===== src/common/cvt_pkg.sv =====
package cvt_pkg;
    // Sample and slot geometry
    localparam int SAMPLE_W = 24;
    localparam int PAIR_W = 2 * SAMPLE_W;
    localparam int FIFO_DEPTH = 4;
    // Bit clock watchdog; a longest wait rounds down
    localparam int CLK_MHZ = 125;
    localparam int BCLK_LOSS_NS = 4000;
    localparam logic [8:0] BCLK_LOSS_CYC = 9'((BCLK_LOSS_NS * CLK_MHZ) / 1000);
    // Frame sync missing once this many bit clocks pass
    localparam logic [9:0] FS_LOSS_BITS = 10'h3FF;
    localparam logic [4:0] START_FRAMES = 5'h10;
    localparam logic [4:0] RELOCK_FRAMES = 5'h04;
    localparam logic [5:0] MUTE_FRAMES = 6'h30;
    localparam logic [5:0] DECIM_LAST = 6'h3F;
    localparam logic [4:0] PAD_FIRST = 5'h18;
    // Decoded slot strap levels
    localparam logic [2:0] STRAP_I2S = 3'h0;
    localparam logic [2:0] STRAP_S12 = 3'h1;
    localparam logic [2:0] STRAP_S34 = 3'h2;
    localparam logic [2:0] STRAP_S56 = 3'h3;
    localparam logic [2:0] STRAP_S78 = 3'h4;

    typedef enum logic [1:0] {
        ST_IDLE = 2'b00,
        ST_LOCK = 2'b01,
        ST_RUN = 2'b10
    } conv_state_e;

    typedef struct packed {
        logic [SAMPLE_W-1:0] ch1;
        logic [SAMPLE_W-1:0] ch0;
    } pair_s;

    typedef struct packed {
        logic [2:0] bclk_p;
        logic [1:0] fs_p;
        logic [1:0] dat_p;
        logic [2:0] strap_m;
        logic [2:0] strap_s;
        logic [1:0] strap_cnt;
        logic [2:0] strap;
        conv_state_e state;
        logic first;
        logic fs_last;
        logic [9:0] bits;
        logic [3:0] k;
        logic [3:0] k_meas;
        logic [4:0] lock_cnt;
        logic [5:0] mute;
        logic [8:0] loss;
        logic [9:0] pos;
        logic [9:0] obit;
        logic half;
        logic [3:0] div;
        logic mic_clk;
        logic [5:0] dec;
        logic [6:0] acc0;
        logic [6:0] acc1;
        logic push_v;
        pair_s push_d;
        pair_s tx;
        logic sd;
        logic sd_oe;
    } conv_s;

    // Bit clocks per frame minus one, to mic clock divide
    function automatic logic [3:0] ratio_k(input logic [9:0] b);
        case (b)
            10'h03F: ratio_k = 4'h1;
            10'h07F: ratio_k = 4'h2;
            10'h0BF: ratio_k = 4'h3;
            10'h0FF: ratio_k = 4'h4;
            10'h17F: ratio_k = 4'h6;
            10'h1FF: ratio_k = 4'h8;
            default: ratio_k = 4'h0;
        endcase
    endfunction

    // Ones count of 64 bits to signed 24-bit, full scale saturates
    function automatic logic [23:0] to_pcm(input logic [6:0] c);
        to_pcm = c[6] ? 24'h7FFFFF : {~c[5], c[4:0], 18'h00000};
    endfunction

    // MSB first, zero pad after the sample
    function automatic logic pick_bit(input pair_s w, input logic ch, input logic [4:0] b);
        logic [23:0] v;
        v = ch ? w.ch1 : w.ch0;
        pick_bit = (b < PAD_FIRST) ? v[5'h17 - b] : 1'b0;
    endfunction
endpackage


===== src/rtl/pdm_tdm_converter.sv =====
// What this block does
// [RULE1] Decimate each channel 64 to 1 from one bit into 24-bit samples.
// [RULE2] Falling mic clock bits feed channel 0, rising ones channel 1.
// [RULE3] After power-up wait 16 full frames before driving the mic clock.
// [RULE4] Hold serial output quiet a further 48 frames after mic clock starts.
// [RULE5] Losing bit clock or frame sync stops mic clock at once; idle.
// [RULE6] On clock return relock and restart mic clock after about 4 frames.
// [RULE7] Format change seen at frame end stops, reconfigures, restarts by itself.
// [RULE8] Host gives 64,128,192,256,384 or 512 bit clocks; ratio found automatically.
// [RULE9] Mic clock runs at exactly 64 times the frame rate.
// [RULE10] Host keeps frame rate between 4 kHz and 96 kHz.
// [RULE11] All filtering runs at the mic clock rate.
// [RULE12] Ratio 64 means two-slot I2S; larger ratios give 4 to 16 slots.
// [RULE13] Data only ever placed in the first eight slots.
// [RULE14] Strap chooses I2S or slot pair 1-2, 3-4, 5-6, 7-8; 32-bit slots. Code takes I2S from ratio 64 alone; strap I2S level sends slots 1-2.
// [RULE15] Slot choice ignores slot count; unreachable slots are not sent.
// [RULE16] Serial output released except while sending channel data.
// [RULE17] I2S frame starts at sync fall; channel 1 follows sync rise.
// [RULE18] Host keeps I2S frame sync at 50 percent duty.
// [RULE19] Host gives exactly 64 bit clocks per I2S frame.
// [RULE20] TDM frame sync is a positive pulse; frame starts at its rise.
// [RULE21] Sync sampled on bit clock rise, data changed on bit clock fall.
// [RULE22] Mic data captured on both mic clock edges.
// [RULE23] 24-bit sample sent MSB first from slot bit 0, rest zeros.
// [RULE24] I2S MSB starts one bit clock after the sync edge.
`timescale 1ns/100ps
module sample_fifo #(
    parameter int W = cvt_pkg::PAIR_W,
    parameter int DEPTH = cvt_pkg::FIFO_DEPTH
) (
    input logic clock,
    input logic sys_rst,
    input logic in_valid,
    output logic in_ready,
    input logic [W-1:0] in_data,
    output logic out_valid,
    input logic out_ready,
    output logic [W-1:0] out_data
);
    localparam int AW = $clog2(DEPTH);
    typedef struct packed {
        logic [DEPTH-1:0][W-1:0] mem;
        logic [AW-1:0] rd;
        logic [AW-1:0] wr;
        logic [AW:0] cnt;
    } fifo_s;
    fifo_s f_r;
    fifo_s f_nxt;
    logic wr_en;
    logic rd_en;

    function automatic logic [AW-1:0] step(input logic [AW-1:0] p);
        step = (p == AW'(DEPTH - 1)) ? '0 : p + AW'(1);
    endfunction

    // Flags straight from the occupancy count
    assign in_ready = f_r.cnt != (AW+1)'(DEPTH);
    assign out_valid = f_r.cnt != '0;
    assign out_data = f_r.mem[f_r.rd];
    assign wr_en = in_valid & in_ready;
    assign rd_en = out_ready & out_valid;

    // Pointer and count update
    always_comb
    begin
        f_nxt = f_r;
        if (wr_en)
        begin
            f_nxt.mem[f_r.wr] = in_data;
            f_nxt.wr = step(f_r.wr);
        end
        if (rd_en)
            f_nxt.rd = step(f_r.rd);
        f_nxt.cnt = f_r.cnt + (AW+1)'(wr_en) - (AW+1)'(rd_en);
    end

    always_ff @(posedge clock)
    begin
        if (sys_rst)
            f_r <= '0;
        else
            f_r <= f_nxt;
    end
endmodule

module pdm_tdm_converter (
    input logic clock,
    input logic sys_rst,
    input logic bit_clock,
    input logic frame_sync,
    input logic mic_density_input,
    input logic [2:0] slot_strap,
    output logic mic_clock_output,
    output logic serial_audio_out,
    output logic serial_audio_oe
);
    cvt_pkg::conv_s st_r;
    cvt_pkg::conv_s st_nxt;
    cvt_pkg::pair_s fifo_dout;
    logic fifo_in_ready;
    logic fifo_out_valid;
    logic pop;
    logic br;
    logic bf;
    logic fs;
    logic fs_rise;
    logic i2s;
    logic lost;
    logic run;
    logic live;
    logic [3:0] km;
    logic [4:0] need;
    logic [1:0] pair;

    // [RULE21] Bit clock edges
    assign br = st_r.bclk_p[1] & ~st_r.bclk_p[2];
    assign bf = ~st_r.bclk_p[1] & st_r.bclk_p[2];
    assign fs = st_r.fs_p[1];
    // [RULE20] Pulse rise starts frame
    assign fs_rise = fs & ~st_r.fs_last;
    // [RULE8] Ratio from frame length
    assign km = cvt_pkg::ratio_k(st_r.bits);
    // [RULE12] Ratio 64 is I2S
    assign i2s = st_r.k == 4'h1;
    assign lost = (st_r.loss == cvt_pkg::BCLK_LOSS_CYC) | (st_r.bits == cvt_pkg::FS_LOSS_BITS);
    assign run = st_r.state == cvt_pkg::ST_RUN;
    assign live = run & (st_r.mute == 6'h00);
    assign need = st_r.first ? cvt_pkg::START_FRAMES : cvt_pkg::RELOCK_FRAMES;
    // [RULE14] Strap to slot pair
    assign pair = (st_r.strap == cvt_pkg::STRAP_I2S) ? 2'h0 : 2'(st_r.strap - 3'h1);

    assign mic_clock_output = st_r.mic_clk;
    assign serial_audio_out = st_r.sd;
    assign serial_audio_oe = st_r.sd_oe;

    // Decouples decimation from frame starts; drained while muted
    sample_fifo #(
        .W(cvt_pkg::PAIR_W),
        .DEPTH(cvt_pkg::FIFO_DEPTH)
    ) u_fifo (
        .clock(clock),
        .sys_rst(sys_rst),
        .in_valid(st_r.push_v),
        .in_ready(fifo_in_ready),
        .in_data(st_r.push_d),
        .out_valid(fifo_out_valid),
        .out_ready(pop),
        .out_data(fifo_dout)
    );

    // Whole converter next state
    always_comb
    begin
        logic dat;
        logic en;
        logic [6:0] a1;
        dat = st_r.dat_p[1];
        en = 1'b0;
        a1 = st_r.acc1 + {6'h00, dat};
        st_nxt = st_r;
        // [RULE4] Drain while muted, so no stale pair leads after relock
        pop = run & (st_r.mute != 6'h00) & fifo_out_valid;
        // Pins pass two flops; third bit clock stage only for edges
        st_nxt.bclk_p = {st_r.bclk_p[1:0], bit_clock};
        st_nxt.fs_p = {st_r.fs_p[0], frame_sync};
        st_nxt.dat_p = {st_r.dat_p[0], mic_density_input};
        st_nxt.strap_m = slot_strap;
        st_nxt.strap_s = st_r.strap_m;
        // Strap caught once, after the synchroniser has filled
        if (st_r.strap_cnt != 2'h3)
            st_nxt.strap_cnt = st_r.strap_cnt + 2'h1;
        if (st_r.strap_cnt == 2'h2)
            st_nxt.strap = st_r.strap_s;
        // Watchdog restarts on any bit clock edge
        if (br | bf)
            st_nxt.loss = 9'h000;
        else if (st_r.loss != cvt_pkg::BCLK_LOSS_CYC)
            st_nxt.loss = st_r.loss + 9'h001;
        if (st_r.push_v && fifo_in_ready)
            st_nxt.push_v = 1'b0;

        // [RULE9] Mic clock from bit clock
        if (run && (br || bf))
        begin
            if (st_r.div == st_r.k - 4'h1)
            begin
                st_nxt.div = 4'h0;
                st_nxt.mic_clk = ~st_r.mic_clk;
                // [RULE22] Both edges captured
                if (st_r.mic_clk)
                begin
                    // [RULE2] Falling feeds channel 0
                    st_nxt.acc0 = st_r.acc0 + {6'h00, dat};
                end
                else
                begin
                    // [RULE11] Filter at mic rate
                    st_nxt.acc1 = a1;
                    st_nxt.dec = st_r.dec + 6'h01;
                    // [RULE1] 64 to 1 decimation
                    if (st_r.dec == cvt_pkg::DECIM_LAST)
                    begin
                        // A stalled pair is kept; one leaving this cycle makes room
                        if (!st_r.push_v || fifo_in_ready)
                        begin
                            st_nxt.push_v = 1'b1;
                            st_nxt.push_d.ch1 = cvt_pkg::to_pcm(a1);
                            st_nxt.push_d.ch0 = cvt_pkg::to_pcm(st_r.acc0);
                        end
                        st_nxt.acc0 = 7'h00;
                        st_nxt.acc1 = 7'h00;
                    end
                end
            end
            else
                st_nxt.div = st_r.div + 4'h1;
        end

        // [RULE21] Sync sampled on rise
        if (br)
        begin
            st_nxt.fs_last = fs;
            if (fs_rise)
                st_nxt.bits = 10'h000;
            else if (st_r.bits != cvt_pkg::FS_LOSS_BITS)
                st_nxt.bits = st_r.bits + 10'h001;
            if (fs_rise)
            begin
                st_nxt.k_meas = km;
                case (st_r.state)
                    cvt_pkg::ST_IDLE:
                    begin
                        st_nxt.state = cvt_pkg::ST_LOCK;
                        st_nxt.lock_cnt = 5'h00;
                    end
                    cvt_pkg::ST_LOCK:
                    begin
                        // [RULE3] Count stable frames
                        if (km != 4'h0 && km == st_r.k_meas)
                        begin
                            st_nxt.lock_cnt = st_r.lock_cnt + 5'h01;
                            // [RULE6] Shorter relock wait
                            if (st_r.lock_cnt + 5'h01 == need)
                            begin
                                st_nxt.state = cvt_pkg::ST_RUN;
                                st_nxt.k = km;
                                st_nxt.mute = cvt_pkg::MUTE_FRAMES;
                                st_nxt.first = 1'b0;
                                st_nxt.div = 4'h0;
                                st_nxt.dec = 6'h00;
                                st_nxt.acc0 = 7'h00;
                                st_nxt.acc1 = 7'h00;
                            end
                        end
                        else
                            st_nxt.lock_cnt = 5'h00;
                    end
                    cvt_pkg::ST_RUN:
                    begin
                        // [RULE7] Format change relock
                        if (km != st_r.k)
                        begin
                            st_nxt.state = cvt_pkg::ST_LOCK;
                            st_nxt.lock_cnt = 5'h00;
                            st_nxt.mic_clk = 1'b0;
                            st_nxt.sd_oe = 1'b0;
                            st_nxt.sd = 1'b0;
                        end
                        // [RULE4] Mute frame countdown
                        else if (st_r.mute != 6'h00)
                            st_nxt.mute = st_r.mute - 6'h01;
                    end
                    default:
                        st_nxt.state = cvt_pkg::ST_IDLE;
                endcase
            end
            // [RULE17] I2S uses both edges
            if (i2s ? (fs != st_r.fs_last) : fs_rise)
            begin
                st_nxt.pos = 10'h000;
                st_nxt.half = fs;
                // New pair only at the frame start, never mid-frame
                if (live && !(i2s && fs))
                begin
                    pop = fifo_out_valid;
                    if (fifo_out_valid)
                        st_nxt.tx = fifo_dout;
                end
            end
            else if (st_r.pos != 10'h3FF)
                st_nxt.pos = st_r.pos + 10'h001;
        end

        // [RULE24] Bit 0 after frame edge
        if (bf && run)
        begin
            // [RULE13] [RULE15] Fixed first-eight slots
            if (i2s)
                en = st_r.pos[9:5] == 5'h00;
            else
                en = st_r.pos[9:8] == 2'h0 && st_r.pos[7:6] == pair;
            // [RULE16] Drive only own bits
            en = en & live;
            st_nxt.sd_oe = en;
            // [RULE23] MSB first, zero pad
            st_nxt.sd = en & cvt_pkg::pick_bit(st_r.tx, i2s ? st_r.half : st_r.pos[5],
                st_r.pos[4:0]);
            st_nxt.obit = st_r.pos;
        end

        // [RULE5] Clock loss stops all
        if (lost && st_r.state != cvt_pkg::ST_IDLE)
        begin
            st_nxt.state = cvt_pkg::ST_IDLE;
            st_nxt.mic_clk = 1'b0;
            st_nxt.sd_oe = 1'b0;
            st_nxt.sd = 1'b0;
        end
    end

    // State register; first power-up uses the long start wait
    always_ff @(posedge clock)
    begin
        if (sys_rst)
        begin
            st_r <= '0;
            st_r.first <= 1'b1;
        end
        else
            st_r <= st_nxt;
    end
endmodule


===== config.mk =====
export PLATFORM = sky130hd
export DESIGN_NAME = pdm_tdm_converter
export DESIGN_NICKNAME = d
export VERILOG_FILES = /design/src/common/cvt_pkg.sv /design/src/rtl/pdm_tdm_converter.sv
export SDC_FILE = /design/constraint.sdc
export NUM_CORES = 1
export LEC_CHECK = 0
export BUFFER_PORTS_ARGS = -buffer_cell sky130_fd_sc_hd__buf_2
export CAP_MARGIN = 20
export CELL_PAD_IN_SITES_DETAIL_PLACEMENT = 0
export CELL_PAD_IN_SITES_GLOBAL_PLACEMENT = 2
export CORE_MARGIN = 2
export CORE_UTILIZATION = 35
export CTS_CLUSTER_DIAMETER = 150
export DETAILED_ROUTE_END_ITERATION = 16
export GPL_TIMING_DRIVEN = 0
export PLACE_DENSITY = 0.82
export SETUP_SLACK_MARGIN = 0.05
export SLEW_MARGIN = 30
export SYNTH_ARGS = -nofsm -noshare
export SYNTH_HDL_FRONTEND = slang
export SYNTH_SLANG_ARGS = --single-unit
export TNS_END_PERCENT = 20

===== constraint.sdc =====
create_clock -name clock -period 3.05 [get_ports clock]
set_clock_uncertainty 0.15 [all_clocks]
set_input_delay 0.4575 -clock clock [delete_from_list [all_inputs] [get_ports clock]]
set_output_delay 0.4575 -clock clock [all_outputs]
set_load 0.01 [all_outputs]

==> flow_summary.yaml, run 1 <==
route:
  drt_iter0_drc: 483
  drc: 0
  vias: 7455
  ant_nets: 0
  drt_wl_total_microns: 24300
  avgRoutedWirePerCell_microns: 16.8
  first_pass_iters: 6
  viasPerCell: 5.16
layout:
  num_antenna_cells: 0
  layout_common_cells: "nand2_1, dfxtp_1, a21oi_1"
  nets: 1139
  drive_above_1_share_pct: 9.52
  mostFrequentLayoutCell: "nand2_1"
  syn_to_final_growth_pct: 13.3
clock_tree:
  path_clk_slew_ps: 80
  cts_root_buffer: "clkbuf_16"
  cts_buffers: 17
  cts_tree: "built"
  cts-hold-fix-buffers: 0
  numClockSinks: 190
  htreeDepth: 4
  clk_latency_ps: 440
  clock_path_buffers: 2
timing:
  fin_crit_sh_pct: 96.8
  slew_headroom_pct: 38.1
  rsz0062_at_grt: "true"
  fin_crit_ps: 2950
  clock.fmax_mhz: 339
  setup_tns_ps: 0
  finalSetupViolCount: 0
  drv_slew: 0
  final-hold-violation-count: 0
  tightest_slew_ps: 905
placed_design:
  port_buffers: 10
  place_congestion: 0.821
  post-dp-hpwl_microns: 17300
setup_path:
  slowest_stage: "fa_2"
  critical_path_arrival_ps: 3100
  crit_path_end_kind: "flop"
  path_cells: "inv_2, ha_1, nor3b_4, buf_6, mux2i_4, and3_4, o41ai_4, inv_1, ha_1, inv_1, ha_1, fa_2, nor2b_2"
  slowest_delay_ps: 420
  cp-start-kind: "flop"
  path_class: "flop to flop"
  crit_top_cell: "ha_1"
  crit_path_max_fanout: 7
  required_ps: 3200
global_routing:
  grt_pass1_wl_microns: 39100
  track_usage_pct: 18.8
  grt-ovfl-total: 0
  grt_pass1_vias: 7148
  grt_start_max_net_pins: 20
  antenna_found_initial: 0
floorplan:
  num_io_pins: 11
  core.rowCount: 58
  core_sq_um: 25200
  chipHeight_microns: 164
  start_util_pct: 35.6
  die_area_sq_um: 26900
  die_w_microns: 164
pwr:
  p_int_mw: 3.72
  p_comb_share_pct: 3.3
  total_power_mw: 4.97
  ir_drop_mv: 0.427
  pwr-share-clk_pct: 46.0
  power.leakage_nw: 3.44
  switching_power_mw: 1.25
  power_switching_share_pct: 25.1
  power.density_nw_per_um2: 489
  seqPwrFrac_pct: 50.6
yosys:
  synth_area_sq_um: 8970
  synth_top_cell_area_share_pct: 42.4
  avgSynthCellArea_sq_um: 8.39
  synth-edff-count: 0
  synth_flop_cell: "dfxtp_1"
  yosys_warnings: 0
  synth_top_area_cell: "dfxtp_1"
  synth_nets: 1107
  synth_seq_cells: 190
  yosysUniqueCellTypes: 77
  ys_seq_area_share_pct: 42.4
  async_flop_share_pct: 0
  postSynthCellCount: 1069
  synthTopCellsByArea: "dfxtp_1, nand2_1, a21oi_1, ha_1, nor2_1"
min_path:
  hp-class: "primary input to flop"
status:
  status: "completed"
job:
  cap_violations: 0
-- cell type report --
cell class                      instances  area, sq um
Buffer                                 56          245
Clock buffer                           17          425
Clock inverter                         15          174
Fill cell                            2616        15000
Inverter                               29          109
Multi-Input combinational cell        791         4880
Sequential cell                       190         3810
Tap cell                              330          413
Timing Repair Buffer                   16          103
-- Yosys cell counts, drive strengths merged, types with 15 or more instances --
library cell,count
inv,29
nor3,24
ha,29
clkbuf,45
mux2i,16
xnor2,15
xor2,27
o21ai,27
nand3,21
nor2b,19
nor2,86
dfxtp,190
a21oi,120
nand2,222
-- worst max-delay path: cells and delay by family (launching register included) --
kind | cells | cell delay (ps)
mux | 1 | 210
buf+inv | 4 | 320
fa+ha+maj | 4 | 1020
simple gates | 3 | 520
flops | 1 | 360
compound gates | 1 | 230
-- timing repair --
| action | CTS | global route |
|---|---|---|
| endpoints found under the setup margin | 35 | 40 |
| hold endpoints to repair | 0 | 0 |
| pin swaps | 3 | 3 |
| setup buffers | 6 | 1 |
| resized for setup | 15 | 11 |
-- state kept, by name, summed over array words and instances, names as in the netlist --
| signal | flops |
|---|---|
| fs | 1 |
| mic_clock_output | 1 |
| serial_audio_oe | 1 |
| serial_audio_out | 1 |
| st_nxt | 7 |
| st_r | 116 |
| u_fifo.f_r | 63 |
-- kinds of logic after synthesis --
group / Yosys count / share of synthesized area, %
AO/OA/AOI/OAI: 214 / 14.7
XOR/XNOR: 42 / 4.10
flip-flops: 190 / 42.4
buffers and inverters: 88 / 4.00
multiplexers: 36 / 6.05
adder cells (fa/ha/maj): 30 / 4.27
AND/OR/NAND/NOR: 469 / 24.5
-- routing by layer --
metal  track usage (%)  wire, microns  part of all wire [%]  up-vias
li1                  -              -                     -     3782
met1              25.9          12100                    50     3543
met2              30.4          11000                    45      115
met3              3.36            882                   3.6       15
met4              4.94            257                   1.1        0
met5                 0              0                     0        -
-- worst paths after layout --
| path | from | end | slack [ps] | depth (start not counted) |
|---|---|---|---|---|
| hold / removal | frame_sync | st_nxt[201]$_SDFF_PP0_ | 70 | 2 |
| setup reg to reg | st_r[170]$_SDFFE_PP0P_ | u_fifo.f_r[1]$_SDFF_PP0_ | 100 | 13 |
| hold reg to reg | st_nxt[199]$_SDFF_PP0_ | st_r[199]$_SDFF_PP0_ | 290 | 1 |
| setup / recovery | st_r[170]$_SDFFE_PP0P_ | u_fifo.f_r[1]$_SDFF_PP0_ | 100 | 13 |
-- power by group through the flow --
| stage | clock, mW | sequential, mW | combinational (mW) |
|---|---|---|---|
| 3_5_place_dp | 0 | 2.58 | 0.165 |
| 3_3_place_gp | 0 | 2.58 | 0.165 |
| 6_report | 2.29 | 2.52 | 0.166 |
| 2_1_floorplan | 0 | 2.57 | 0.106 |
| 5_1_grt | 2.44 | 2.52 | 0.185 |
| 4_1_cts | 2.34 | 2.52 | 0.169 |
-- per-stage QoR --
stage | setup slack [ps] | area (sq um) | util (%) | hold slack (ps) | instances
floorplan | 88.4 | 8990 | - | 264 | 1069
global placement | -646 | 9450 | 37.5 | 266 | 1409
detailed placement | -599 | 9450 | 37.5 | 277 | 1409
CTS | -7.64 | 10100 | 40.2 | 50.7 | 1443
global route | -58.1 | 10200 | 40.4 | 60.9 | 1444
finish | 97.8 | 10200 | 40.4 | 72.3 | 1444
Power figures use the tool's default switching activity.
==> run 2, diff against run 1 <==
--- a/config.mk
+++ b/config.mk
@@ -10,11 +10,12 @@
 export CELL_PAD_IN_SITES_DETAIL_PLACEMENT = 0
 export CELL_PAD_IN_SITES_GLOBAL_PLACEMENT = 2
 export CORE_MARGIN = 2
-export CORE_UTILIZATION = 35
+export CORE_UTILIZATION = 37
+export CTS_BUF_LIST = sky130_fd_sc_hd__clkbuf_4 sky130_fd_sc_hd__clkbuf_8
 export CTS_CLUSTER_DIAMETER = 150
 export DETAILED_ROUTE_END_ITERATION = 16
 export GPL_TIMING_DRIVEN = 0
-export PLACE_DENSITY = 0.82
+export PLACE_DENSITY = 0.86
 export SETUP_SLACK_MARGIN = 0.05
 export SLEW_MARGIN = 30
 export SYNTH_ARGS = -nofsm -noshare
==> flow_summary.yaml, run 2 (synthesized netlist as in run 1, its figures left out) <==
setup_path:
  crit_path_end_kind: "flop"
  path_cells: "inv_4, ha_4, nor3b_4, buf_12, mux2i_4, and3_4, o41ai_4, inv_1, ha_1, inv_1, ha_2, fa_2, nor2b_1"
  critPathTopFamily: "adder cells"
  path_class: "flop to flop"
  timing.rr.start: "st_r[170]$_SDFFE_PP0P_"
  required_ps: 3250
  crit_top_cell: "inv_1"
  cp-start-kind: "flop"
  slowest_stage: "fa_2"
  crit_path_max_fanout: 3
  slowest_delay_ps: 420
  crit_buf_inv: 4
  r2r_end: "u_fifo.f_r[1]$_SDFF_PP0_"
  ff2ff_setup_slack_ps: 140
  reg2reg_depth: 13
  critical_path_arrival_ps: 3110
global_routing:
  grt-ovfl-total: 0
  antenna_found_initial: 0
  grt_pass1_vias: 7079
  grt_start_max_net_pins: 25
  grt_pass1_wl_microns: 38300
  track_usage_pct: 18.8
timing:
  fin_crit_sh_pct: 95.3
  fin_crit_ps: 2910
  drv_slew: 0
  finalSetupViolCount: 0
  tightest_slew_ps: 976
  rsz0062_at_grt: "true"
  final-hold-violation-count: 0
  slew_headroom_pct: 33.3
  setup_slack_ps: 142
  clock.fmax_mhz: 344
floorplan:
  start_util_pct: 38.0
  core.rowCount: 56
  die_w_microns: 160
  core_sq_um: 23600
  num_io_pins: 11
  die_area_sq_um: 25500
  chipHeight_microns: 160
route:
  wl_met3_microns: 796
  drc: 0
  met1Wirelength_microns: 11500
  ant_nets: 0
  drt_wl_total_microns: 23500
  avgRoutedWirePerCell_microns: 16.3
  first_pass_iters: 5
  vias: 7492
  drt_iter0_drc: 439
  wl_met2_microns: 10800
  viasPerCell: 5.21
  routed.top_layer: "met4"
clock_tree:
  clk_latency_ps: 490
  htreeDepth: 4
  path_clk_slew_ps: 120
  clock_path_buffers: 2
  cts_buffers: 17
  numClockSinks: 190
  cts_root_buffer: "clkbuf_8"
  cts_tree: "built"
min_path:
  whs_path_depth: 2
  hold_path_startpoint: "frame_sync"
  hp-class: "primary input to flop"
  whs_endpoint: "st_nxt[201]$_SDFF_PP0_"
layout:
  num_antenna_cells: 0
  fin_cells: 1438
  final_area_sq_um: 10100
  syn_to_final_growth_pct: 12.5
  mostFrequentLayoutCell: "nand2_1"
  nFillCells: 2466
  largest_register_ffs: 116
  drive_above_1_share_pct: 9.92
  nets: 1144
  top_register: "st_r"
  layout_common_cells: "nand2_1, dfxtp_1, a21oi_1"
placed_design:
  dp_cells: 1398
  place_congestion: 0.800
  port_buffers: 10
  pre_cts_slack_ps: -589
  dpl-instance-area_sq_um: 9440
  post-dp-hpwl_microns: 16900
pwr:
  ir_drop_mv: 0.221
  power.density_nw_per_um2: 450
  power.leakage_nw: 3.42
job:
  cap_violations: 0
status:
  status: "completed"
[run 2: cell types whose count changed in the layout (fill, tap and decap cells not counted), moves of 3 or more]
| cell | change |
|---|---|
| buf_4 | +3 |
| clkbuf_16 | -17 |
| clkbuf_8 | +17 |
| clkinv_8 | +3 |
| inv_12 | +5 |
| inv_6 | -5 |
[run 2: worst max-delay path by stage]
| stage | cells after the start | slack, ps | startpoint | to |
|---|---|---|---|---|
| after floorplan | 12 | 90 | st_r[169]$_SDFFE_PP0P_ | u_fifo.f_r[2]$_SDFF_PP0_ |
| after global placement | 12 | -630 | st_r[169]$_SDFFE_PP0P_ | u_fifo.f_r[2]$_SDFF_PP0_ |
| after detailed placement | 12 | -590 | st_r[169]$_SDFFE_PP0P_ | u_fifo.f_r[2]$_SDFF_PP0_ |
| after CTS | 10 | 10 | st_r[204]$_SDFF_PP0_ | st_r[102]$_SDFF_PP0_ |
| after global routing | 14 | 9 | st_r[170]$_SDFFE_PP0P_ | u_fifo.f_r[2]$_SDFF_PP0_ |
| final | 13 | 140 | st_r[170]$_SDFFE_PP0P_ | u_fifo.f_r[1]$_SDFF_PP0_ |
[run 2: final cells by class]
type                       instances  area, sq um  share of cell area, %
buffer                            56          240                   2.38
clock buffer                      17          234                   2.32
clock inverter                    15          230                   2.28
inverter                          29          111                   1.10
multi-input combinational        791         4910                   48.6
sequential                       190         3810                   37.8
tap                              319          399                   3.95
timing repair buffer              21          158                   1.56
[run 2: power by group]
| part | internal, mW | total [mW] | switching [mW] |
|---|---|---|---|
| Clock | 0.684 | 1.85 | 1.17 |
| Sequential | 2.50 | 2.52 | 0.0166 |
| Combinational | 0.0549 | 0.168 | 0.113 |
| Total | 3.24 | 4.54 | 1.30 |
[run 2: worst register-to-register path, stage by stage (launching register included)]
cell and delay, ps:
dfxtp_4 390, inv_4 40, ha_4 140, nor3b_4 150
buf_12 150, mux2i_4 180, and3_4 210, o41ai_4 230
inv_1 80, ha_1 280, inv_1 60, ha_2 180
fa_2 420, nor2b_1 130
[run 2: metrics by stage]
| stage | util [%] | hold slack (ps) | power [mW] | TNS [ps] |
|---|---|---|---|---|
| after global routing | 42.7 | 29.4 | 4.72 | 0 |
| after detailed placement | 40.0 | 288 | 2.74 | -2750 |
| after floorplan | - | 264 | 2.68 | 0 |
| after global placement | 40.0 | 284 | 2.74 | -3020 |
| final | 42.7 | 31.7 | 4.54 | 0 |
| after CTS | 42.4 | 6.26 | 4.60 | 0 |
[run 2: metal layers]
| layer | GRT usage, % | up-vias |
|---|---|---|
| li1 | - | 3814 |
| met5 | 0 | - |
| met4 | 5.41 | 0 |
| met2 | 30.6 | 101 |
| met1 | 26.0 | 3553 |
| met3 | 2.78 | 24 |
[run 2: repair_timing]
action | CTS | global route
hold buffers | 2 | 0
setup buffers | 6 | 3
endpoints found under the hold margin | 2 | 0
endpoints found under the setup margin | 38 | 51
pin swaps | 3 | 5
gates resized for setup | 15 | 13
gates cloned | 0 | 0
==> run 3, diff against run 2 <==
==> constraint.sdc (replaced) <==
create_clock -name clock -period 2.6 [get_ports clock]
set_clock_uncertainty 0.15 [all_clocks]
set_input_delay 0.39 -clock clock [delete_from_list [all_inputs] [get_ports clock]]
set_output_delay 0.39 -clock clock [all_outputs]
set_load 0.01 [all_outputs]
==> flow_summary.yaml, run 3 (synthesized netlist as in run 1, its figures left out) <==
layout:
  finish.utilization_pct: 43.1
  mostFrequentLayoutCell: "nand2_1"
  num_antenna_cells: 0
  seqCellArea_sq_um: 3810
  layout_common_cells: "nand2_1, dfxtp_1, a21oi_1"
  multi_input_area_sq_um: 5020
  drive_above_1_share_pct: 11.8
  top_register: "st_r"
  final_area_sq_um: 10200
  largest_register_ffs: 116
  syn_to_final_growth_pct: 13.6
  nets: 1147
  nFillCells: 2463
floorplan:
  core_sq_um: 23600
  chipHeight_microns: 160
  start_util_pct: 38.0
  core.rowCount: 56
  num_io_pins: 11
  die_area_sq_um: 25500
  die_w_microns: 160
setup_path:
  crit_path_max_fanout: 3
  reg2reg_depth: 13
  timing.rr.start: "st_r[170]$_SDFFE_PP0P_"
  cp-start-kind: "flop"
  cp-startpoint: "st_r[170]$_SDFFE_PP0P_"
  critical_path_arrival_ps: 3090
  crit_path_end_kind: "flop"
  r2r_end: "u_fifo.f_r[1]$_SDFF_PP0_"
  ff2ff_setup_slack_ps: -240
  required_ps: 2860
  endpoint: "u_fifo.f_r[1]$_SDFF_PP0_"
  path_class: "flop to flop"
global_routing:
  antenna_found_initial: 0
  grt_start_max_net_pins: 20
  grt-ovfl-total: 0
  grt_pass1_vias: 7025
  grt_pass1_wl_microns: 38500
  track_usage_pct: 18.9
timing:
  holdWs_ps: 133
  clock.fmax_mhz: 353
  final-hold-violation-count: 0
  fin_crit_sh_pct: 109
  rsz0062_at_grt: "true"
  finalSetupViolCount: 13
  setup_slack_ps: -236
  fin_crit_ps: 2840
  tightest_slew_ps: 791
  setup_tns_ps: -1090
  drv_slew: 0
  slew_headroom_pct: 47.3
clock_tree:
  cts_buffers: 17
  cts_root_buffer: "clkbuf_8"
  cts_tree: "built"
  path_clk_slew_ps: 100
  htreeDepth: 4
  clock_path_buffers: 2
  clk_latency_ps: 480
  numClockSinks: 190
placed_design:
  place_congestion: 0.793
  post-dp-hpwl_microns: 16900
  port_buffers: 10
  dpl-instance-area_sq_um: 9470
route:
  ant_nets: 0
  drt_iter0_drc: 495
  drc: 0
  vias: 7528
  drt_wl_total_microns: 23800
  viasPerCell: 5.22
  first_pass_iters: 5
  avgRoutedWirePerCell_microns: 16.5
job:
  cap_violations: 0
pwr:
  ir_drop_mv: 0.369
  power.leakage_nw: 3.44
  total_power_mw: 5.19
  power.density_nw_per_um2: 509
status:
  status: "finished, violations left"
  violations: "setup timing"
min_path:
  whs_path_depth: 3
  hp-class: "primary input to flop"
  hold_path_startpoint: "sys_rst"
## run 3: how the worst min path moves through the flow
stage	to	slack, ps
after global placement	st_r[199]$_SDFF_PP0_	290
after detailed placement	st_r[199]$_SDFF_PP0_	280
after floorplan	fs$_SDFF_PP0_	260
final	st_r[184]$_SDFFE_PP1P_	130
after global routing	st_r[184]$_SDFFE_PP1P_	170
after CTS	st_r[184]$_SDFFE_PP1P_	110
## run 3: layout make-up
cell class / instances / share of cell area [%]
buffer: 55 / 2.44
clock buffer: 17 / 2.30
clock inverter: 15 / 1.63
inverter: 29 / 1.09
multi-input combinational: 791 / 49.3
sequential: 190 / 37.4
tap: 319 / 3.92
timing repair buffer: 25 / 1.87
## run 3: through the flow
stage | instances | setup WS [ps]
6_report | 1441 | -236
2_1_floorplan | 1069 | -238
5_1_grt | 1441 | -339
4_1_cts | 1441 | -261
3_3_place_gp | 1398 | -742
3_5_place_dp | 1398 | -756
## run 3: what timing repair did
item                                   CTS  global route
setup endpoints to repair               79            96
endpoints found under the hold margin    6             0
pin swaps                                6             2
resized for setup                       30            19
buffers inserted                        10             0
hold buffers                             6             0
## run 3: routing by layer
layer / vias to the layer above / track usage, % / share of wire [%]
met3: 17 / 2.57 / 4.0
met2: 133 / 31.1 / 46
li1: 3805 / - / -
met5: - / 0 / 0
met4: 0 / 4.13 / 0.87
met1: 3573 / 26.4 / 49
## run 3: worst max-delay path: stages (launching register included)
cell and delay [ps]:
dfxtp_4 380, inv_4 40, ha_4 140, nor3b_4 150
buf_12 150, mux2i_4 180, and3_4 180, o41ai_4 220
inv_1 80, ha_1 280, inv_1 60, ha_4 150
fa_2 510, nor2b_1 120
## run 3: report_power, final
| group | internal (mW) | total, mW | switching [mW] |
|---|---|---|---|
| logic | 0.0702 | 0.205 | 0.135 |
| clock network | 0.809 | 2.03 | 1.22 |
| registers | 2.93 | 2.95 | 0.0208 |
